[src/common/spi_frame_consts.svh]
/*
 * timing counts, field positions and reset values for the serial frame readout block.
 * assumes inclusion by bare name from design files.
 */
`ifndef SPI_FRAME_CONSTS_SVH
`define SPI_FRAME_CONSTS_SVH

`define CLK_PERIOD_NS      10
`define DRH_WIDTH_NS       400
`define DRH_WIDTH_CYC      ((`DRH_WIDTH_NS + `CLK_PERIOD_NS - 1) / `CLK_PERIOD_NS)
`define TIMEOUT_US         1000
`define TIMEOUT_CYC        ((`TIMEOUT_US * 1000) / `CLK_PERIOD_NS)
`define CMD_READ_OP        3'h5
`define CMD_WRITE_OP       3'h3
`define CMD_NOP            16'h0000
`define CMD_RESET          16'h0011
`define CMD_LOCK           16'h0555
`define CMD_UNLOCK         16'h0655
`define CRC_SEED           16'hffff
`define CRC_POLY_CCITT     16'h1021
`define CRC_POLY_ANSI      16'h8005
`define AUX_SEQ_BASE       7'h10
`define NORMAL_WORDS       6'h04
`define RESP_NOP           4'h0
`define RESP_READ_OK       4'h5
`define RESP_CRC_FAIL      4'hf

`endif

[src/common/spi_frame_pkg.sv]
/*
 * types shared by the serial frame readout block.
 * assumes the consts header supplies numbers.
 */
package spi_frame_pkg;
    typedef struct packed {
        logic [23:0] chan_a;
        logic [23:0] chan_b;
        logic [1:0]  cnt_a;
        logic [1:0]  cnt_b;
    } conv_result_s;

    typedef struct packed {
        logic [2:0] op;
        logic [7:0] addr;
        logic [4:0] count_m1;
    } read_cmd_s;

    typedef enum logic [1:0] {
        CMD_KIND_NOP,
        CMD_KIND_READ,
        CMD_KIND_WRITE,
        CMD_KIND_OTHER
    } cmd_kind_e;
endpackage

[src/rtl/link_sampler.sv]
/*
 * two-flop synchroniser for the serial clock, select and data pins, edge finder for clock and select only.
 * assumes all three pins are asynchronous to clk_sys.
 */
`timescale 1ns/100ps
module link_sampler (
    input  wire logic clk_sys,
    input  wire logic sys_rst,
    input  wire logic sclk_pin,
    input  wire logic cs_low_pin,
    input  wire logic sdi_pin,
    output logic      sclk_rise,
    output logic      sclk_fall,
    output logic      cs_low_level,
    output logic      cs_fall,
    output logic      cs_rise,
    output logic      sdi_level
);
    logic [2:0] sclk_sync;
    logic [2:0] cs_sync;
    logic [1:0] sdi_sync;

    always_ff @(posedge clk_sys) begin
        if (sys_rst) begin
            sclk_sync <= 3'h0;
            cs_sync   <= 3'h7;
            sdi_sync  <= 2'h0;
        end else begin
            sclk_sync <= {sclk_sync[1:0], sclk_pin};
            cs_sync   <= {cs_sync[1:0], cs_low_pin};
            sdi_sync  <= {sdi_sync[0], sdi_pin};
        end
    end

    // only stages 1 and 2 are looked at; stage 0 feeds stage 1 alone
    assign sclk_rise    = sclk_sync[1] & ~sclk_sync[2];
    assign sclk_fall    = ~sclk_sync[1] & sclk_sync[2];
    assign cs_low_level = ~cs_sync[2];
    assign cs_fall      = ~cs_sync[1] & cs_sync[2];
    assign cs_rise      = cs_sync[1] & ~cs_sync[2];
    assign sdi_level    = sdi_sync[1];
endmodule // link_sampler

[src/rtl/adc_spi_frame_readout_control.sv]
/*
 * device-side serial frame logic: command decode, register readback frame,
 * clock count and select timeout faults, conversion buffering and data ready.
 * assumes a host master drives clock and select; clock mode 1 (shift on rise, sample on fall).
 */
`timescale 1ns/100ps
`include "spi_frame_consts.svh"

module adc_spi_frame_readout_control #(
    parameter int TIMEOUT_CYCLES = `TIMEOUT_CYC
) (
    input  wire logic                        clk_sys,
    input  wire logic                        sys_rst,
    input  wire logic                        sclk_pin,
    input  wire logic                        chip_select_low,
    input  wire logic                        sdi_pin,
    output logic                             sdo_pin,
    output logic                             data_ready_out,
    input  wire logic                        word_len_32,
    input  wire logic                        crc_ansi,
    input  wire logic                        clock_counter_en,
    input  wire logic                        timeout_en,
    input  wire logic                        data_ready_source_select,
    input  wire logic                        conv_done_a,
    input  wire logic                        conv_done_b,
    input  wire spi_frame_pkg::conv_result_s conv_in,
    input  wire logic                        conversion_start_bit,
    output logic [7:0]                       reg_addr,
    input  wire logic [15:0]                 reg_data,
    input  wire logic                        reg_valid,
    output logic                             clock_count_fault_flag,
    output logic                             select_timeout_fault_flag,
    output logic                             lock_pulse,
    output logic                             unlock_pulse,
    output logic                             reset_pulse,
    output logic                             write_exec_pulse,
    output logic [15:0]                      write_cmd_word,
    output logic [3:0]                       cmd_response
);
    logic        sclk_rise, sclk_fall, cs_low, cs_fall, cs_rise, sdi;
    logic [5:0]  bit_idx;
    logic [5:0]  word_idx;
    logic [31:0] sh_in;
    logic [31:0] sh_out;
    logic [15:0] crc_in, crc_out;
    logic [15:0] cmd_word;
    logic [10:0] clk_cnt;
    logic [10:0] exp_cnt;
    logic        exp_valid;
    logic        timed_out;
    logic [31:0] to_cnt;
    logic        cmd_ok;
    logic        cmd_crc_ok;
    logic        read_pending;
    spi_frame_pkg::read_cmd_s read_cmd;
    logic        read_frame;
    logic [5:0]  data_words_in;
    logic        chan_b_done;
    logic        frame_done;
    logic        busy_read;
    spi_frame_pkg::conv_result_s out_buf, hold_buf;
    logic        hold_valid;
    logic        drdy_pulse_pend;
    logic [7:0]  drh_cnt;
    logic        start_seen;
    logic [15:0] wdata_crc_start;

    link_sampler u_sampler (
        .clk_sys      (clk_sys),
        .sys_rst      (sys_rst),
        .sclk_pin     (sclk_pin),
        .cs_low_pin   (chip_select_low),
        .sdi_pin      (sdi_pin),
        .sclk_rise    (sclk_rise),
        .sclk_fall    (sclk_fall),
        .cs_low_level (cs_low),
        .cs_fall      (cs_fall),
        .cs_rise      (cs_rise),
        .sdi_level    (sdi)
    );

    // one bit step of the selected polynomial
    function automatic logic [15:0] crc_step(input logic [15:0] c, input logic b, input logic ansi);
        logic fb;
        fb = c[15] ^ b;
        crc_step = {c[14:0], 1'b0} ^ (fb ? (ansi ? `CRC_POLY_ANSI : `CRC_POLY_CCITT) : 16'h0000);
    endfunction

    function automatic logic [5:0] last_bit(input logic w32);
        last_bit = w32 ? 6'd31 : 6'd23;
    endfunction

    logic [5:0] wlen;
    logic       word_end;
    logic       active;
    assign wlen     = last_bit(word_len_32);
    assign word_end = sclk_fall && bit_idx == wlen;
    assign active   = cs_low && !timed_out;

    // msb-aligned 16-bit field of the word whose last bit is now arriving
    logic [15:0] rx_top;
    assign rx_top = word_len_32 ? sh_in[30:15] : sh_in[22:7];

    // readback word layout: value, address, padding
    function automatic logic [31:0] reg_word(input logic [15:0] v, input logic ok, input logic [7:0] a);
        reg_word = ok ? {v, a, 8'h00} : 32'h0000_0000;
    endfunction

    // bit and word position, shift registers and crcs
    always_ff @(posedge clk_sys) begin
        if (sys_rst || cs_fall) begin
            bit_idx  <= 6'h00;
            word_idx <= 6'h00;
            crc_in   <= `CRC_SEED;
            crc_out  <= `CRC_SEED;
            sh_in    <= 32'h0;
        end else if (active && sclk_fall) begin
            sh_in  <= {sh_in[30:0], sdi};
            crc_in <= (word_idx == 6'h01 || cmd_word[15:13] == `CMD_WRITE_OP
                       && word_idx == {3'h0, cmd_word[2:0]} + 6'h03) ? crc_in : crc_step(crc_in, sdi, crc_ansi);
            if (word_end) begin
                bit_idx  <= 6'h00;
                word_idx <= word_idx + 6'h01;
                if (word_idx == 6'h01)
                    crc_in <= `CRC_SEED;
            end else begin
                bit_idx <= bit_idx + 6'h01;
            end
        end else if (active && sclk_rise) begin
            crc_out <= crc_step(crc_out, sh_out[31], crc_ansi);
        end
    end

    // output word selection and shift, mode 1: change on rising edge
    always_ff @(posedge clk_sys) begin
        if (sys_rst) begin
            sh_out  <= 32'h0;
            sdo_pin <= 1'b0;
        end else if (cs_fall) begin
            sh_out  <= {4'h0, cmd_response, 8'h00, hold_valid, 15'h0};
            sdo_pin <= 1'b0;
        end else if (active && sclk_rise) begin
            sdo_pin <= sh_out[31];
            sh_out  <= {sh_out[30:0], 1'b0};
        end else if (active && word_end) begin
            if (read_frame && word_idx <= {1'b0, read_cmd.count_m1})
                sh_out <= reg_word(reg_data, reg_valid, reg_addr);
            else if (!read_frame && word_idx == 6'h00)
                sh_out <= {out_buf.chan_a, 8'h00};
            else if (!read_frame && word_idx == 6'h01)
                sh_out <= {out_buf.chan_b, 8'h00};
            else if (word_idx + 6'h01 == (read_frame && read_cmd.count_m1 > 5'h01
                                          ? {1'b0, read_cmd.count_m1} + 6'h02 : 6'h03))
                sh_out <= {crc_out, 16'h0000};
            else
                sh_out <= 32'h0;
        end
    end

    // register address feed for readback, ascending from the start address
    always_ff @(posedge clk_sys) begin
        if (sys_rst)
            reg_addr <= 8'h00;
        else if (cs_fall)
            reg_addr <= read_cmd.addr;
        else if (active && word_end && read_frame)
            reg_addr <= reg_addr + 8'h01;
    end

    // command capture at end of command word, crc check at end of command crc word
    always_ff @(posedge clk_sys) begin
        if (sys_rst || cs_fall) begin
            cmd_word   <= `CMD_NOP;
            cmd_crc_ok <= 1'b0;
        end else if (active && word_end && word_idx == 6'h00) begin
            cmd_word <= rx_top;
        end else if (active && word_end && word_idx == 6'h01) begin
            cmd_crc_ok <= rx_top == crc_in;
        end
    end

    logic [15:0] cmd_now;
    assign cmd_now = cmd_word;

    // executes lock and unlock after command and crc, reset at end of word 3; read queued for next frame
    always_ff @(posedge clk_sys) begin
        if (sys_rst) begin
            read_pending  <= 1'b0;
            read_cmd      <= '0;
            read_frame    <= 1'b0;
            lock_pulse    <= 1'b0;
            unlock_pulse  <= 1'b0;
            reset_pulse   <= 1'b0;
            cmd_response  <= `RESP_NOP;
            cmd_ok        <= 1'b0;
        end else begin
            lock_pulse   <= 1'b0;
            unlock_pulse <= 1'b0;
            reset_pulse  <= 1'b0;
            if (cs_fall) begin
                read_frame   <= read_pending;
                read_pending <= 1'b0;
                cmd_ok       <= 1'b0;
            end else if (cs_low && !timed_out && word_end && word_idx == 6'h01) begin
                if (rx_top != crc_in) begin
                    cmd_response <= `RESP_CRC_FAIL;
                end else if (read_frame) begin
                    cmd_response <= `RESP_NOP;
                end else if (cmd_now[15:13] == `CMD_READ_OP) begin
                    read_cmd     <= {cmd_now[15:13], cmd_now[12:5], cmd_now[4:0]};
                    read_pending <= 1'b1;
                    cmd_response <= `RESP_READ_OK;
                end else if (cmd_now == `CMD_LOCK) begin
                    lock_pulse   <= 1'b1;
                    cmd_response <= 4'h1;
                end else if (cmd_now == `CMD_UNLOCK) begin
                    unlock_pulse <= 1'b1;
                    cmd_response <= 4'h2;
                end else begin
                    cmd_response <= `RESP_NOP;
                    cmd_ok       <= 1'b1;
                end
            end else if (cs_low && !timed_out && cmd_ok && cmd_now == `CMD_RESET && word_end
                         && word_idx == 6'h03) begin
                reset_pulse  <= 1'b1;
                cmd_response <= 4'h3;
            end
        end
    end

    // write command: needs data words and data crc
    always_ff @(posedge clk_sys) begin
        if (sys_rst || cs_fall) begin
            write_exec_pulse <= 1'b0;
            write_cmd_word   <= 16'h0000;
            start_seen       <= 1'b0;
            wdata_crc_start  <= `CRC_SEED;
        end else begin
            write_exec_pulse <= 1'b0;
            if (active && word_end && cmd_ok && cmd_now[15:13] == `CMD_WRITE_OP && !read_frame
                && word_idx == {3'h0, cmd_now[2:0]} + 6'h03) begin
                write_exec_pulse <= (rx_top == crc_in);
                write_cmd_word   <= cmd_now;
                start_seen       <= conversion_start_bit && (rx_top == crc_in);
            end
        end
    end

    // expected clock count, fixed after command crc word
    assign data_words_in = (cmd_now[15:13] == `CMD_WRITE_OP) ? {3'h0, cmd_now[2:0]} + 6'h04 : `NORMAL_WORDS;
    always_ff @(posedge clk_sys) begin
        if (sys_rst || cs_fall) begin
            exp_cnt   <= 11'h0;
            exp_valid <= 1'b0;
        end else if (active && word_end && word_idx == 6'h01) begin
            exp_valid <= 1'b1;
            exp_cnt   <= 11'(({1'b0, read_frame ? (read_cmd.count_m1 > 5'h01 ? {1'b0, read_cmd.count_m1} + 6'h03
                          : `NORMAL_WORDS) : 6'h00} > {1'b0, data_words_in} ?
                          {1'b0, read_cmd.count_m1 > 5'h01 ? {1'b0, read_cmd.count_m1} + 6'h03 : `NORMAL_WORDS}
                          : {1'b0, data_words_in}) * (word_len_32 ? 11'd32 : 11'd24));
        end
    end

    // clock pulses counted regardless of frame completion
    always_ff @(posedge clk_sys) begin
        if (sys_rst || cs_fall)
            clk_cnt <= 11'h0;
        else if (cs_low && sclk_fall && clk_cnt != 11'h7ff)
            clk_cnt <= clk_cnt + 11'h1;
    end

    // select timeout counter
    always_ff @(posedge clk_sys) begin
        if (sys_rst || cs_fall) begin
            to_cnt    <= 32'h0;
            timed_out <= 1'b0;
        end else if (cs_low && timeout_en && !timed_out) begin
            to_cnt <= to_cnt + 32'h1;
            if (to_cnt == 32'(TIMEOUT_CYCLES) - 32'h1)
                timed_out <= 1'b1;
        end
    end

    // fault flags reported for the frame that just ended, set at select rise
    always_ff @(posedge clk_sys) begin
        if (sys_rst) begin
            clock_count_fault_flag    <= 1'b0;
            select_timeout_fault_flag <= 1'b0;
        end else if (cs_rise) begin
            clock_count_fault_flag    <= clock_counter_en && (!exp_valid || clk_cnt != exp_cnt);
            select_timeout_fault_flag <= timed_out;
        end
    end

    // readout progress: channel b word fully shifted
    assign frame_done = active && word_end && word_idx == 6'h02 && !read_frame;
    always_ff @(posedge clk_sys) begin
        if (sys_rst || cs_fall)
            chan_b_done <= 1'b0;
        else if (frame_done)
            chan_b_done <= 1'b1;
    end
    assign busy_read = cs_low && !read_frame && !chan_b_done;

    // conversion result buffering
    always_ff @(posedge clk_sys) begin
        if (sys_rst) begin
            out_buf    <= '0;
            hold_buf   <= '0;
            hold_valid <= 1'b0;
        end else begin
            if ((conv_done_a || conv_done_b) && busy_read) begin
                hold_buf   <= conv_in;
                hold_valid <= 1'b1;
            end else if (conv_done_a || conv_done_b) begin
                out_buf    <= conv_in;
                hold_valid <= 1'b0;
            end else if (hold_valid && cs_fall) begin
                out_buf    <= hold_buf;
                hold_valid <= 1'b0;
            end
        end
    end

    // data ready: low on new result, high once read or start written
    logic sel_done;
    assign sel_done = data_ready_source_select ? conv_done_b : conv_done_a;
    always_ff @(posedge clk_sys) begin
        if (sys_rst) begin
            data_ready_out  <= 1'b1;
            drdy_pulse_pend <= 1'b0;
            drh_cnt         <= 8'h00;
        end else if (drdy_pulse_pend) begin
            data_ready_out <= 1'b1;
            if (drh_cnt == 8'(`DRH_WIDTH_CYC) - 8'h01) begin
                data_ready_out  <= 1'b0;
                drdy_pulse_pend <= 1'b0;
            end else begin
                drh_cnt <= drh_cnt + 8'h01;
            end
        end else if (sel_done) begin
            if (!data_ready_out) begin
                drdy_pulse_pend <= 1'b1;
                drh_cnt         <= 8'h00;
                data_ready_out  <= 1'b1;
            end else begin
                data_ready_out <= 1'b0;
            end
        end else if (frame_done && !hold_valid) begin
            data_ready_out <= 1'b1;
        end else if (start_seen && write_exec_pulse) begin
            data_ready_out <= 1'b1;
        end
    end
endmodule // adc_spi_frame_readout_control

[config.mk]
export PLATFORM = sky130hd
export DESIGN_NAME = adc_spi_frame_readout_control
export DESIGN_NICKNAME = d
export VERILOG_FILES = /design/src/common/spi_frame_pkg.sv /design/src/rtl/link_sampler.sv /design/src/rtl/adc_spi_frame_readout_control.sv
export VERILOG_INCLUDE_DIRS = /design/src /design/src/common
export SDC_FILE = /design/constraint.sdc
export NUM_CORES = 1
export LEC_CHECK = 0
export BUFFER_PORTS_ARGS = -buffer_cell sky130_fd_sc_hd__buf_2
export CORE_MARGIN = 2
export CORE_UTILIZATION = 45
export DETAILED_ROUTE_END_ITERATION = 6
export PLACE_DENSITY = 0.66
export REMOVE_ABC_BUFFERS = 1
export SYNTH_ARGS = -nofsm -noshare
export SYNTH_HDL_FRONTEND = slang
export SYNTH_SLANG_ARGS = --single-unit
[constraint.sdc]
create_clock -name clk_sys -period 7.8 [get_ports clk_sys]
set_input_delay 1.17 -clock clk_sys [delete_from_list [all_inputs] [get_ports clk_sys]]
set_output_delay 1.17 -clock clk_sys [all_outputs]
set_load 0.005 [all_outputs]
Yosys cells after proc, flatten, opt, wreduce, memory -nomap -nowiden --
Index checks and enable logic that the tools add are counted.
Storage, ports and cells: word-level logic and storage cells 220, input bits 82, register bits 351, output and inout port bits 36
Cells by class: equality and inequality tests 19, multiplexer cells 53, add/subtract/negate cells 10, reductions and logical operators 68, multipliers 1, magnitude comparators 3, bitwise operators 22
Operators with widths (count):
- 32-bit two-way mux | 7
- 16-bit two-way mux | 7
- 52-bit two-way mux | 2
- 8-bit two-way mux | 6
- 6-bit two-way mux | 6
- 1-bit logical AND | 35
- 32-bit by 1-bit adder with 32-bit output (second input constant) | 1
- 16-bit by 11-bit equality test with 1-bit output (second input constant) | 2
- 32-bit by 17-bit equality test with 1-bit output (second input constant) | 1
- 16-bit bitwise XOR | 2
- 28-bit two-way mux | 1
- 4-bit two-way mux | 5
- 8-bit by 1-bit adder with 8-bit output (second input constant) | 2
- 16-bit equality test | 1
- 16-bit by 5-bit equality test with 1-bit output (second input constant) | 1
- 16-bit inequality test | 1
- 1-bit two-way mux | 15
- 1-bit inverter | 14
- 5-bit by 2-bit adder with 6-bit output (second input constant) | 2
- 6-bit by 1-bit adder with 6-bit output (second input constant) | 2
- 6-bit by 2-bit equality test with 1-bit output (second input constant) | 2
- 11-bit by 1-bit adder with 11-bit output (second input constant) | 1
- 6-bit by 6-bit multiplier with 11-bit output | 1
- 11-bit inequality test | 1
- 34 further kinds | 58

Depth between registers and ports, before layout --
Gate-level depths: netlist (run 1).
depth after elaboration 11, gate-level depth with buffers 24, depth with buffers taken out 23

Cells and area by module --
A second synthesis (run 1) with hierarchy kept.
Second synthesis, totals: cells, all modules 1939, area total of the unflattened synthesis 15987.8 um^2
Modules (own cells, without submodules):
- adc_spi_frame_readout_control | area an instance 15748.9 um^2, sequential area each 6566.3 um^2, instances 1, cells each 1918
- link_sampler | area an instance 239.0 um^2, sequential area each 160.2 um^2, instances 1, cells each 21

Worst setup path before layout (run 1) --
No wires, ideal clock.
path type reg2reg, start point register read_cmd[2] (netlist name), end point register exp_cnt[10], path slack 3.030 ns, period minus slack after synthesis 4.770 ns, data required time 7.678 ns, setup time 0.122 ns, stages on the path, launching flop included 25, path buffers 1, arrival 4.649 ns, cells stage by stage dfxtp_1 -> inv_1 -> ha_1 -> nor2b_1 -> o21ai_2 -> nand2_1 -> nor2_1 -> ha_1 -> nor2b_1 -> o21a_1 -> o21a_1 -> o21ai_0 -> nand2_1 -> mux2i_1 -> mux2i_1 -> ha_1 -> clkbuf_1 -> ha_1 -> ha_1 -> ha_1 -> a21o_1 -> a21oi_1 -> xnor2_1 -> xnor2_1 -> o21ai_0
On the way: word-level cells in the longest chain between the ends 6, elaborated cells between the ends (all ways) 7, those cells by class 1 x add/sub; 1 x mul; 2 x order compare; 3 x mux
RTL lines:
- from (decl) | RTL line adc_spi_frame_readout_control.sv:55 | spi_frame_pkg::read_cmd_s read_cmd;
- from (signal assigned) | RTL line adc_spi_frame_readout_control.sv:210 | read_cmd <= {cmd_now[15:13], cmd_now[12:5], cmd_now[4:0]};
- 5-bit by 2-bit adder with 6-bit output or 5-bit by 1-bit greater-than comparator with 1-bit output (tied branches) | RTL line adc_spi_frame_readout_control.sv:257, adc_spi_frame_readout_control.sv:259
- 6-bit two-way mux (no source line) (*)
- 6-bit two-way mux | RTL line adc_spi_frame_readout_control.sv:257 | exp_cnt <= 11'(({1'b0, read_frame ? (read_cmd.count_m1 > 5'h01 ? {1'b0, read_cmd.count_m1} + 6'h03
- 6-bit by 4-bit greater-than comparator with 1-bit output | RTL line adc_spi_frame_readout_control.sv:257
- 6-bit two-way mux (*) | RTL line adc_spi_frame_readout_control.sv:257
- 6-bit by 6-bit multiplier with 11-bit output (*) | RTL line adc_spi_frame_readout_control.sv:257
- to (signal assigned) | RTL line adc_spi_frame_readout_control.sv:257
- to (decl) | RTL line adc_spi_frame_readout_control.sv:48 | logic [10:0] exp_cnt;
Every way passes the cells marked *; elsewhere a longest branch is shown, timed or not. A chain may end at the register's enable or synchronous reset.

Worst setup path in the final report (run 1) --
Same ends and word-level chain as after synthesis.

==> results of run 1 <==
## registers in the layout (all words and copies together), names as in the netlist, 16 cells and up
register        count
crc_in             16
out_buf            48
cmd_now            16
write_cmd_word     16
sh_out             24
crc_out            16
hold_buf           48
to_cnt             32
sh_in              31
## worst max-delay path, cell delays in order (launching register included)
cell and delay [ps]:
sky130_fd_sc_hd__dfxtp_1 480, sky130_fd_sc_hd__inv_1 120, sky130_fd_sc_hd__ha_1 180, sky130_fd_sc_hd__nor2b_1 140, sky130_fd_sc_hd__o21ai_2 250, sky130_fd_sc_hd__nand2_1 220
sky130_fd_sc_hd__nor2_1 200, sky130_fd_sc_hd__ha_1 270, sky130_fd_sc_hd__nor2b_1 130, sky130_fd_sc_hd__o21a_1 160, sky130_fd_sc_hd__o21a_1 160, sky130_fd_sc_hd__o21ai_0 530
sky130_fd_sc_hd__nand2_1 280, sky130_fd_sc_hd__mux2i_1 300, sky130_fd_sc_hd__mux2i_1 130, sky130_fd_sc_hd__ha_1 310, sky130_fd_sc_hd__ha_1 300, sky130_fd_sc_hd__ha_1 300
sky130_fd_sc_hd__ha_1 210, sky130_fd_sc_hd__a21o_1 180, sky130_fd_sc_hd__a21oi_1 190, sky130_fd_sc_hd__xnor2_1 160, sky130_fd_sc_hd__xnor2_1 130, sky130_fd_sc_hd__o21ai_0 80
## power groups by stage
| stage | logic [mW] | registers [mW] | clock network [mW] |
|---|---|---|---|
| 3_3_place_gp | 0.180 | 1.80 | 0 |
| 4_1_cts | 0.183 | 1.77 | 1.84 |
| 5_1_grt | 0.204 | 1.77 | 1.91 |
| 3_5_place_dp | 0.181 | 1.80 | 0 |
| 2_1_floorplan | 0.101 | 1.80 | 0 |
| 6_report | 0.182 | 1.77 | 1.80 |
## area by class of cell
type	count	area, µm²
multi-input cells	1419	8504
inverters	31	116.4
well taps	455	569.3
repair buffers	131	703.2
clock buffers	55	1126
clock inverters	12	142.6
fillers	3303	16740
flip-flops and latches	336	6726
## through the flow
step / total power [mW] / cells / hold slack, ps / setup slack [ps] / area, µm²
after floorplan: 1.900 / 1786 / 389.5 / -1938 / 15290
after global placement: 1.983 / 2372 / 404.4 / 2446 / 16620
final: 3.750 / 2439 / 409.0 / 2256 / 17890
after detailed placement: 1.986 / 2372 / 398.3 / 2323 / 16620
after CTS: 3.793 / 2439 / 412.6 / 2272 / 17890
after global routing: 3.880 / 2439 / 419.3 / 1747 / 17890
## Yosys cell counts, drive strengths merged (7+ instances only)
| cell | number |
|---|---|
| o21ai | 84 |
| a221oi | 14 |
| a21oi | 139 |
| clkbuf | 103 |
| o31ai | 14 |
| o41ai | 10 |
| nand2 | 354 |
| nor3b | 7 |
| nand2b | 8 |
| xnor2 | 69 |
| buf | 36 |
| nor3 | 18 |
| a22oi | 11 |
| or3 | 13 |
| nand3 | 56 |
| a211oi | 22 |
| a21o | 13 |
| mux2i | 71 |
| nor4 | 18 |
| nor2 | 213 |
| a221o | 20 |
| a311oi | 48 |
| dfxtp | 336 |
| o211ai | 16 |
| nand4 | 19 |
| nor2b | 13 |
| ha | 42 |
| xor2 | 37 |
| inv | 31 |
| and3 | 21 |
## logic make-up (layout without fill, tap and decap cells)
family,count (synthesis),after routing
fa+ha+maj,43,43
mux,74,74
buf+inv,170,229
simple gates,771,771
compound gates,425,425
xor+xnor,106,106
flops,336,336
## layer usage
metal,vias up,wire length [µm],track usage (%)
met4,0,915,6.568
met5,-,0,0
li1,6797,-,-
met2,351,18910,37.00
met1,6426,18740,29.52
met3,61,2293,3.563
## worst min-delay path by stage
stage | end | slack (ps) | start | depth (start not counted)
floorplan | u_sampler.cs_sync[1]$_SDFF_PP1_ | 390 | u_sampler.cs_sync[0]$_SDFF_PP1_ | 1
CTS | u_sampler.cs_sync[1]$_SDFF_PP1_ | 410 | u_sampler.cs_sync[0]$_SDFF_PP1_ | 1
detailed placement | u_sampler.cs_sync[1]$_SDFF_PP1_ | 400 | u_sampler.cs_sync[0]$_SDFF_PP1_ | 1
global route | u_sampler.cs_sync[1]$_SDFF_PP1_ | 420 | u_sampler.cs_sync[0]$_SDFF_PP1_ | 1
global placement | u_sampler.cs_sync[1]$_SDFF_PP1_ | 400 | u_sampler.cs_sync[0]$_SDFF_PP1_ | 1
finish | u_sampler.cs_sync[1]$_SDFF_PP1_ | 410 | u_sampler.cs_sync[0]$_SDFF_PP1_ | 1
==> metrics list, run 1 <==
- The flow ran to the end, and the final reports show no timing, DRC or antenna violations.
- Internal power: slightly below 3 mW
* Cells resized by post-CTS repair: 0
- The count of nets left with antenna violations once routing finished came out at 0.
- Post-layout min period: between 5000 and 6000 ps
* Ys flop type: sky130_fd_sc_hd__dfxtp_1
- # Post-CTS Setup Buffers: 0
- Detailed routing inserted a total of around 14k vias.
- After the first detailed-routing iteration, the DRC count stood at roughly 940.
- Portion of total power attributed to sequential cells: between 40% and 50%
- Standard cell core area: between 30000 and 40000 µm²
- The critical path is of the flop to flop type.
- Placer Congestion: approximately 0.86
* Post-synthesis xor/xnor area fraction: ~5.8%
- Setup total negative slack on the finished layout was measured at 0 ps.
- Transition at the pin with the smallest max-transition slack: ~1100 ps
- Switching power of the nets: roughly 840 µW
* Detailed placement HPWL: around 27000 µm
- Highest fanout seen on the critical path: 8
- Final cycle utilization of the critical path: a little under three quarters
- The synthesized netlist devotes 3.431% of its cell area to adder and majority cells.
* Max H-tree Level: 2
* Die height: between 150 and 200 µm
* Fraction of final layout cells with drive strength greater than 1: 11.24%
- VDD sags by at most around 180 µV.
- The number of global-route vias before repair is about 13k.
- Count of final max-slew check failures: 0
- Peak clock frequency supported by timing: between 0.15 and 0.2 GHz
- The worst hold path belongs to the class flop to flop.
* Final Hold Viols: 0
- The synthesized netlist devotes 17.68% of its cell area to compound gates.
- The most critical setup path has its endpoint at exp_cnt[10]$_SDFFE_PP0P_.
* Syn Inst Count: about 1.9k
* Type of origin of the critical path: flop
- Pin count of the biggest net entering global routing: 80
- Clk_lat worst skew: ~520 ps
* # IOs: 118
* Path depth of the worst reg2reg path: 23
* Simple-gate share of the synthesized area: a little over a fifth
- TritonCTS created 37 clock buffers.
- Dominant combinational cell family by area after synthesis: simple AND/OR/NAND/NOR gates
- Leaving out fill and tap cells, the most frequent cells in the layout are 354 x sky130_fd_sc_hd__nand2_1, 336 x sky130_fd_sc_hd__dfxtp_1, 207 x sky130_fd_sc_hd__nor2_1, 138 x sky130_fd_sc_hd__a21oi_1, 112 x sky130_fd_sc_hd__buf_2.
- Routed via count divided by cell count: about 5.6
- Count of endpoints failing setup in the final report: 0
- Signed area change from the synthesized netlist to the final layout: 12.51%
- The critical path starts at read_cmd[2]$_SDFFE_PP0P_.
- Max-cap violations in this run came to 0.
* EDFF count, synth: 0
* Mapped Avg Cell Area: a little over 8 µm²
* NumNets Final: 2081
* Startpoint of the lowest-slack register-to-register path: read_cmd[2]$_SDFFE_PP0P_
* Overall overflow remaining after global route: 0
- Capture instance of the worst register-to-register path: exp_cnt[10]$_SDFFE_PP0P_
- Global routing usage summed across all routing layers: between 20% and 30%
* Setup skew after layout: between 10 and 15 ps
* Most area-hungry cell type in the Yosys netlist: sky130_fd_sc_hd__dfxtp_1
- For this run, the register share of the synthesized area comes to 42.31%.
- Of the post-synthesis cell area, the part taken by muxes is around 4.7%.
- For this design the static power due to leakage is 6.614 nW.
- Final core utilization: between 50% and 60%
* Logic gate share of total power: under 10%
- Proportion of total power due to net switching: between 20% and 30%
* Maximum count of clock buffers along a single path: 3
- DIE AREA: roughly 37000 µm²
- STA puts the critical path data arrival time at 5950 ps.
- TritonCTS Sinks: between 300 and 400
* RSZ-0062 raised after global routing: false
- After synthesis the cells add up to ~16000 µm².
* Area share of the largest cell type after synthesis: 42.31%
* Clock transition at the registers of the reported paths: roughly 60 ps
* Detailed-routing iteration count for the pre-antenna-repair pass: 5
- Dividing the detail-routed wire length by the instance count gives 16.75 µm.
* First-pass GRT wire length: 66850 µm
- By area the synthesized netlist is led by sky130_fd_sc_hd__dfxtp_1 42%, sky130_fd_sc_hd__nand2_1 8.4%, sky130_fd_sc_hd__nor2_1 5.0%.
- Hold-fix buffers at CTS: 0
- Share of flip-flops with an asynchronous set or reset: 0%
- The final layout contains routed wiring with a total length of just over 40000 µm.
* Seq cells post-synth: ~340
- The floorplan has approximately 70 rows.
* Clock share of power: around 48%
- Power per cell area: between 200 and 250 nW/µm²
- Antenna violations before repair: 0
- Endpoint required time on the critical path: roughly 8000 ps
* Starting density of the core: between 40% and 50%
- Most frequent standard cell in the layout excluding fill and tap cells: sky130_fd_sc_hd__nand2_1
- Yosys warning count: 0
- Synthesis instantiated 72 different standard cells from the library.
- Number of DRC violations after detailed routing: 0
* Diodes inserted: 0
* R2R Setup Slk: 2260 ps
- Die width: about 190 µm
- In this run the tool buffered the top-level ports with between 100 and 150 buffer cells.
- In this run the tightest slew margin relative to its limit is 25.74%.
- CTS Root Buffer Type: sky130_fd_sc_hd__clkbuf_16
- STA classifies the critical path endpoint as a flop.
- Clock tree from TritonCTS: built
No activity file was read; power rests on OpenSTA's default activity.
==> inputs of run 2 (changes only) <==
--- a/config.mk
+++ b/config.mk
@@ -10,7 +10,7 @@
 export CORE_MARGIN = 2
 export CORE_UTILIZATION = 45
 export DETAILED_ROUTE_END_ITERATION = 6
-export PLACE_DENSITY = 0.66
+export PLACE_DENSITY = 0.68
 export REMOVE_ABC_BUFFERS = 1
 export SYNTH_ARGS = -nofsm -noshare
 export SYNTH_HDL_FRONTEND = slang
==> constraint.sdc (replaced) <==
create_clock -name clk_sys -period 5.1 [get_ports clk_sys]
set_input_delay 0.765 -clock clk_sys [delete_from_list [all_inputs] [get_ports clk_sys]]
set_output_delay 0.765 -clock clk_sys [all_outputs]
set_load 0.005 [all_outputs]
==> metrics list, run 2 (synthesized netlist as in run 1, its figures left out) <==
- STA classifies the critical path startpoint as a flop.
- Standard cell core area: 34630 µm² (unchanged)
- Seq. cell area: 6726 µm² (unchanged)
- The wire length reported by the detailed router is 41240 µm (+0.94%).
- Fin worst setup slack: 371.3 ps (-1884 ps)
- The tree is rooted in a sky130_fd_sc_hd__clkbuf_16.
- Max incr delay on CP: 380 ps (-150 ps)
- The cell depth of the worst min-delay path was 1 (unchanged).
- Path depth of the worst reg2reg path: 24 (+4.3%)
- Standard-cell row count: 68 (unchanged)
- Signed area change from the synthesized netlist to the final layout: 12.69%
* Clk_lat worst skew: 530 ps (about the same)
- The count of H-tree levels built during CTS came to 2 (unchanged).
* Setup skew after layout: 12.09 ps (+1.106 ps)
* Count of final max-slew check failures: 0 (unchanged)
- The tightest slew margin relative to the limit was 17.59% (-8.1 points).
* Area of placed instances: 16700 µm² (+0.51%)
- The number of remaining DRC errors was 0 (unchanged).
* Number of nets with antenna violations after routing: 0 (unchanged)
- Area used by multi-input combinational logic: 8522 µm² (+0.21%)
- The endpoint arrival time on the critical path came to 5110 ps (-840 ps).
- # Post-CTS Setup Buffers: 0 (unchanged)
- Clock tree from TritonCTS: built
- Maximum count of clock buffers along a single path: 3 (unchanged)
- The power density of the placed cells came to 313.2 nW/µm² (+49%).
* Peak clock frequency supported by timing: 0.2115 GHz (+17%)
- Post-placement setup slack: 276.5 ps (-2047 ps)
- The critical path in this run is classified as flop to flop.
* Critical Path Slowest Stage Cell: sky130_fd_sc_hd__dfxtp_1
* Highest fanout seen on the critical path: 7 (-1)
- Initial DRC count: 1019 (+8.9%)
- Endpoint required time on the critical path: 5480 ps (-2730 ps)
- The worst hold path terminates at u_sampler.cs_sync[1]$_SDFF_PP1_.
- Placer Congestion: 0.8813 (+2.8%)
* Hold-fix buffers at CTS: 0 (unchanged)
- STA classifies the critical path endpoint as a flop.
* Detailed placement HPWL: 27090 µm (+2.1%)
* Setup TNS Final: 0 ps (unchanged)
* Buffering stage count on the worst path with inverters included: 3 (+2)
* Starting density of the core: 45.91% (unchanged)
- Final core utilization: 51.74% (+0.083 points)
- Cell seen most often among critical-path stages: sky130_fd_sc_hd__ha_1
- Setup repair after global routing left no endpoint under its margin.
* Via count: 13.78k (+1.0%)
* R2R Setup Slk: 370 ps (-1880 ps)
- Detailed-routing iteration count for the pre-antenna-repair pass: 5 (unchanged)
- The hold violation count in the final report is 0 (unchanged).
- The horizontal die dimension came to 192.0 µm (unchanged).
- The initial antenna violation count came to 0 (unchanged).
- Leak: 6.623 nW (+0.14%)
- In this run the critical register-to-register path is launched from read_cmd[1]$_SDFFE_PP0P_.
- NumNets Final: 2091 (+0.48%)
- Post-layout min period: 4729 ps (-815.7 ps)
- Final routed wire length divided by cell count: 16.85 µm (+0.57%)
- The number of clock buffers inserted by TritonCTS is 37 (unchanged).
- The worst supply voltage drop on vdd is 222.3 µV (+24%).
* Count of endpoints failing setup in the final report: 0 (unchanged)
- Hold Path Class: flop to flop
- The number of placed I/O pins came to 118 (unchanged).
- Final cycle utilization of the critical path: 92.72% (+22 points)
* Clock transition at the registers of the reported paths: 60 ps (about the same)
- The design area is 17920 µm² (+0.16%).
- The detail-routed via count per cell is 5.627 (+0.66%).
- Pin count of the biggest net entering global routing: 102 (+28%)
- Transition at the pin with the smallest max-transition slack: 1236 ps (+122.2 ps)
- Max-cap violations: 0 (unchanged)
- The all-layer global routing usage was 22.40% (+0.22 points).
* Worst hold slack across all endpoints: 420.7 ps (+11.76 ps)
* DIE AREA: 36850 µm² (unchanged)
- The share of final-layout standard cells stronger than drive strength 1 came to 11.65% (+0.41 points).
* First-pass GRT wire length: 67370 µm (+0.78%)
* Die height: 192.0 µm (unchanged)
* Number of global-route vias before repair: 13.13k (+0.76%)
- Filler Cell Count: 3271 (-0.97%)
- The final global-route overflow total came to 0 (unchanged).
* Leading cell types in the layout, fill and taps excluded: 352 x sky130_fd_sc_hd__nand2_1, 336 x sky130_fd_sc_hd__dfxtp_1, 208 x sky130_fd_sc_hd__nor2_1, 138 x sky130_fd_sc_hd__a21oi_1, 112 x sky130_fd_sc_hd__buf_2
* Worst path top cell family by delay: adder cells
* Most frequent standard cell in the layout excluding fill and tap cells: sky130_fd_sc_hd__nand2_1
- The largest registers in the layout are hold_buf x48, out_buf x48, to_cnt x32.
* Worst Min Path Start: u_sampler.cs_sync[0]$_SDFF_PP1_
- The number of sinks handled by clock tree synthesis is 336 (unchanged).
* Result of the run: complete, no violations
* I/O Buffers: 113 (unchanged)
* Capture instance of the worst register-to-register path: exp_cnt[9]$_SDFFE_PP0P_
- Walking the worst path, the cells encountered are inv_1, ha_1, nor2b_1, o21ai_2, nand2_2, nor2_1, ha_1, nor2b_1, o21a_1, o21a_1, o21ai_1, buf_4, a211oi_1, a41oi_2, mux2i_1, ha_1, ha_1, ha_1, ha_1, inv_1, fa_1, xnor2_1, mux2i_1, nor2_1.
run 2: changes by cell type in the layout (fill, tap and decap cells not counted), sizes merged:
cell,delta
clkinvlp,+1
clkinv,-1
diode,+1
bufinv,-2
inv,-1
buf,+10
clkbuf,+1
run 2: per-layer routing:
metal	GRT usage (%)	share of wire, %	vias to the layer above
li1	-	-	6832
met5	0	0	-
met1	30.32	46	6546
met3	3.746	5.5	63
met4	7.101	2.6	0
met2	36.39	46	335
run 2: metrics by stage:
stage	instances	power (mW)
after detailed placement	2382	3.039
after global placement	2382	3.034
after global routing	2447	5.800
after floorplan	1786	2.906
after CTS	2447	5.649
final	2448	5.612
run 2: how the worst max path moves through the flow:
stage	end	start	cells past startpoint
2_1_floorplan	out_buf[10]$_SDFFE_PP0P_	conv_done_b	5
3_3_place_gp	exp_cnt[10]$_SDFFE_PP0P_	read_cmd[1]$_SDFFE_PP0P_	23
3_5_place_dp	exp_cnt[9]$_SDFFE_PP0P_	read_cmd[1]$_SDFFE_PP0P_	24
4_1_cts	exp_cnt[9]$_SDFFE_PP0P_	read_cmd[1]$_SDFFE_PP0P_	24
5_1_grt	exp_cnt[9]$_SDFFE_PP0P_	read_cmd[1]$_SDFFE_PP0P_	24
6_report	exp_cnt[9]$_SDFFE_PP0P_	read_cmd[1]$_SDFFE_PP0P_	24
run 2: layout make-up:
type	instances	share of cell area [%]
flip-flops and latches	336	37.54
repair buffers	141	4.413
clock buffers	56	6.194
inverters	31	0.6494
diodes	1	0.01397
well taps	455	3.177
multi-input cells	1419	47.56
clock inverters	9	0.4469
run 2: worst reg2reg max path: cells and delay by family (launching register included):
| kind | cells | cell delay (ps) |
|---|---|---|
| AOI/OAI and AO/OA | 6 | 1000 |
| xor gates and xnor gates | 1 | 140 |
| adders and majority gates | 7 | 1840 |
| buffers and inverters | 3 | 390 |
| DFF | 1 | 380 |
| muxes | 2 | 250 |
| and+or+nand+nor | 5 | 580 |
run 2: power by group:
| part | internal (mW) | leakage [nW] | switching (mW) | total [mW] |
|---|---|---|---|---|
| Sequential | 2.67 | 2.72 | 0.0317 | 2.70 |
| Combinational | 0.100 | 3.31 | 0.179 | 0.279 |
| Clock | 1.55 | 0.585 | 1.08 | 2.63 |
run 2: what timing repair did:
item                       4_1_cts  5_1_grt
hold endpoints to repair         0        0
setup endpoints to repair        0        3
gates resized for setup          0        6
==> inputs of run 3 (changes only) <==
==> constraint.sdc (replaced) <==
create_clock -name clk_sys -period 5.1 [get_ports clk_sys]
set_input_delay 1.02 -clock clk_sys [delete_from_list [all_inputs] [get_ports clk_sys]]
set_output_delay 1.02 -clock clk_sys [all_outputs]
set_load 0.005 [all_outputs]
==> metrics list, run 3 (synthesized netlist as in run 1, its figures left out) <==
* # IOs: 118 (unchanged)
* Clock transition at the registers of the reported paths: 60 ps (about the same)
- From synthesis to final layout, the design area changed by 12.85%.
- The hold-fix buffer count after cts came to 0 (unchanged).
- TritonCTS Sinks: 336 (unchanged)
- The final critical-path share of the clock period is 93.89% (+1.2 points).
- Number of DRC violations after detailed routing: 0 (unchanged)
- The number of nets in the finished design came to 2090 (-0.048%).
- The library cell used most frequently in the layout, excluding fill and tap cells, is sky130_fd_sc_hd__nand2_1.
- Cell seen most often among critical-path stages: sky130_fd_sc_hd__ha_1
- Worst path top cell family by delay: adder cells
- Number of global-route vias before repair: 13.25k (+0.88%)
- The worst slack at placement was 103.4 ps (-173.1 ps).
- Clock tree from TritonCTS: built
* Registers with the most flip-flops: hold_buf x48, out_buf x48, to_cnt x32
* CTS Root Buffer Type: sky130_fd_sc_hd__clkbuf_16
* Critical Path Slowest Stage Cell: sky130_fd_sc_hd__dfxtp_1
* Final wirelength: 41200 µm (-0.11%)
- The number of buffer and inverter instances along the worst setup path is 2 (-1).
* Placer Congestion: 0.9106 (+3.3%)
- Leak: 6.635 nW (+0.18%)
- Fraction of final layout cells with drive strength greater than 1: 11.80% (+0.16 points)
* DIE AREA: 36850 µm² (unchanged)
- Origin of the worst setup path: read_cmd[1]$_SDFFE_PP0P_
- Max incr delay on CP: 390 ps (about the same)
* Global routing usage summed across all routing layers: 22.50% (+0.11 points)
- Setup repair after global routing left no endpoint under its margin.
- The total vias in the final route came to 13.70k (-0.55%).
- The startpoint identified for the worst hold timing path is u_sampler.cs_sync[0]$_SDFF_PP1_.
* Endpoint required time on the critical path: 5500 ps (+20 ps)
* Routed via count divided by cell count: 5.601 (-0.47%)
- Final routed wire length divided by cell count: 16.84 µm (about the same)
* Detailed placement HPWL: 26860 µm (-0.82%)
- Final Hold Viols: 0 (unchanged)
* Fin worst setup slack: 311.6 ps (-59.69 ps)
- Standard-cell row count: 68 (unchanged)
- The final total power came to 5.650 mW (+0.68%).
- Type of origin of the critical path: flop
- Transition at the pin with the smallest max-transition slack: 1161 ps (-75.47 ps)
- The maximum number of pins on one net before global-route repair came to 100 (-2.0%).
* Die height: 192.0 µm (unchanged)
* Power per cell area: 314.9 nW/µm² (+0.54%)
* First-pass GRT wire length: 67800 µm (+0.64%)
* Leading cell types in the layout, fill and taps excluded: 352 x sky130_fd_sc_hd__nand2_1, 335 x sky130_fd_sc_hd__dfxtp_1, 207 x sky130_fd_sc_hd__nor2_1, 138 x sky130_fd_sc_hd__a21oi_1, 112 x sky130_fd_sc_hd__buf_2
- The worst supply voltage drop on vdd was 215.7 µV (-3.0%).
* Total clock buffers created by CTS: 37 (unchanged)
- # Post-CTS Setup Buffers: 0 (unchanged)
- Crit path capture type: flop
* Number of nets with antenna violations after routing: 0 (unchanged)
- Antenna violations before repair: 0 (unchanged)
- WP data arrival: 5190 ps (+80 ps)
- The design area came to 17940 µm² (+0.14%).
- The tightest slew margin relative to the limit is 22.62% (+5.0 points).
- Starting density of the core: 45.91% (unchanged)
- Detailed-routing iteration count for the pre-antenna-repair pass: 5 (unchanged)
* Worst-path cell chain: inv_2, ha_1, nor2b_1, o21ai_2, nand2_2, nor2_2, ha_1, nor2b_1, o21a_1, o21a_1, o21ai_1, buf_4, a211oi_1, a41oi_2, mux2i_1, ha_1, ha_1, ha_1, ha_1, a21o_1, a21oi_1, xnor2_1, xnor2_1, o21ai_0
- The critical path is of the flop to flop type.
- Hold Path Class: flop to flop
- The worst-case clock buffer depth came to 3 (unchanged).
- The count of H-tree levels built during CTS was 2 (unchanged).
- The insertion delay of the later-clocked pin in the worst-skew pair came to 520 ps (about the same).
- The count of final setup violators was 0 (unchanged).
* Max-cap violations: 0 (unchanged)
- The count of antenna diodes in the layout was 0 (-1).
* Post-layout min period: 4788 ps (+59.69 ps)
- The number of buffers added on ports is 113 (unchanged).
- Die width: 192.0 µm (unchanged)
* Result of the run: complete, no violations
- The worst register-to-register path begins at read_cmd[1]$_SDFFE_PP0P_.
- The placed cell area was 16700 µm² (about the same).
- Cells resized by post-CTS repair: 0 (unchanged)
* Peak clock frequency supported by timing: 0.2088 GHz (-1.2%)
* Standard cell core area: 34630 µm² (unchanged)
- Initial DRC count: 1079 (+5.9%)
* Highest fanout seen on the critical path: 7 (unchanged)
- Count of final max-slew check failures: 0 (unchanged)
- Overall overflow remaining after global route: 0 (unchanged)
- Setup skew after layout: 13.23 ps (+1.139 ps)
run 3: report_power, final:
group	switching [mW]	leakage, nW	total (mW)	internal, mW
combinational	0.179	3.31	0.280	0.101
clock	1.07	0.598	2.67	1.60
sequential	0.0316	2.72	2.70	2.67
total	1.28	6.64	5.65	4.37
run 3: final cells by class:
cell class | instances | area (µm²)
clock inverters | 10 | 106.4
well taps | 455 | 569.3
fillers | 3243 | 16690
clock buffers | 55 | 1106
multi-input cells | 1419 | 8533
repair buffers | 140 | 783.3
inverters | 31 | 116.4
flip-flops and latches | 336 | 6728
run 3: worst paths after layout:
check | to | slack [ps] | depth (start not counted)
worst max-delay path | exp_cnt[10]$_SDFFE_PP0P_ | 310 | 24
worst min-delay path | u_sampler.cs_sync[1]$_SDFF_PP1_ | 410 | 1
worst max register to register | exp_cnt[10]$_SDFFE_PP0P_ | 310 | 24
worst min register to register | u_sampler.cs_sync[1]$_SDFF_PP1_ | 410 | 1
run 3: metrics by stage:
step	utilization (%)	hold WS [ps]	TNS, ps	instances
floorplan	-	389.5	-236640	1786
global placement	48.22	397.7	0	2381
detailed placement	48.22	394.9	0	2381
CTS	51.72	408.6	0	2446
global route	51.81	424.4	0	2446
finish	51.81	406.9	0	2446
run 3: per-layer routing:
metal	GRT usage, %	routed length, µm
met2	37.82	18980
met3	3.837	2165
met1	29.62	19140
met5	0	0
met4	6.509	907
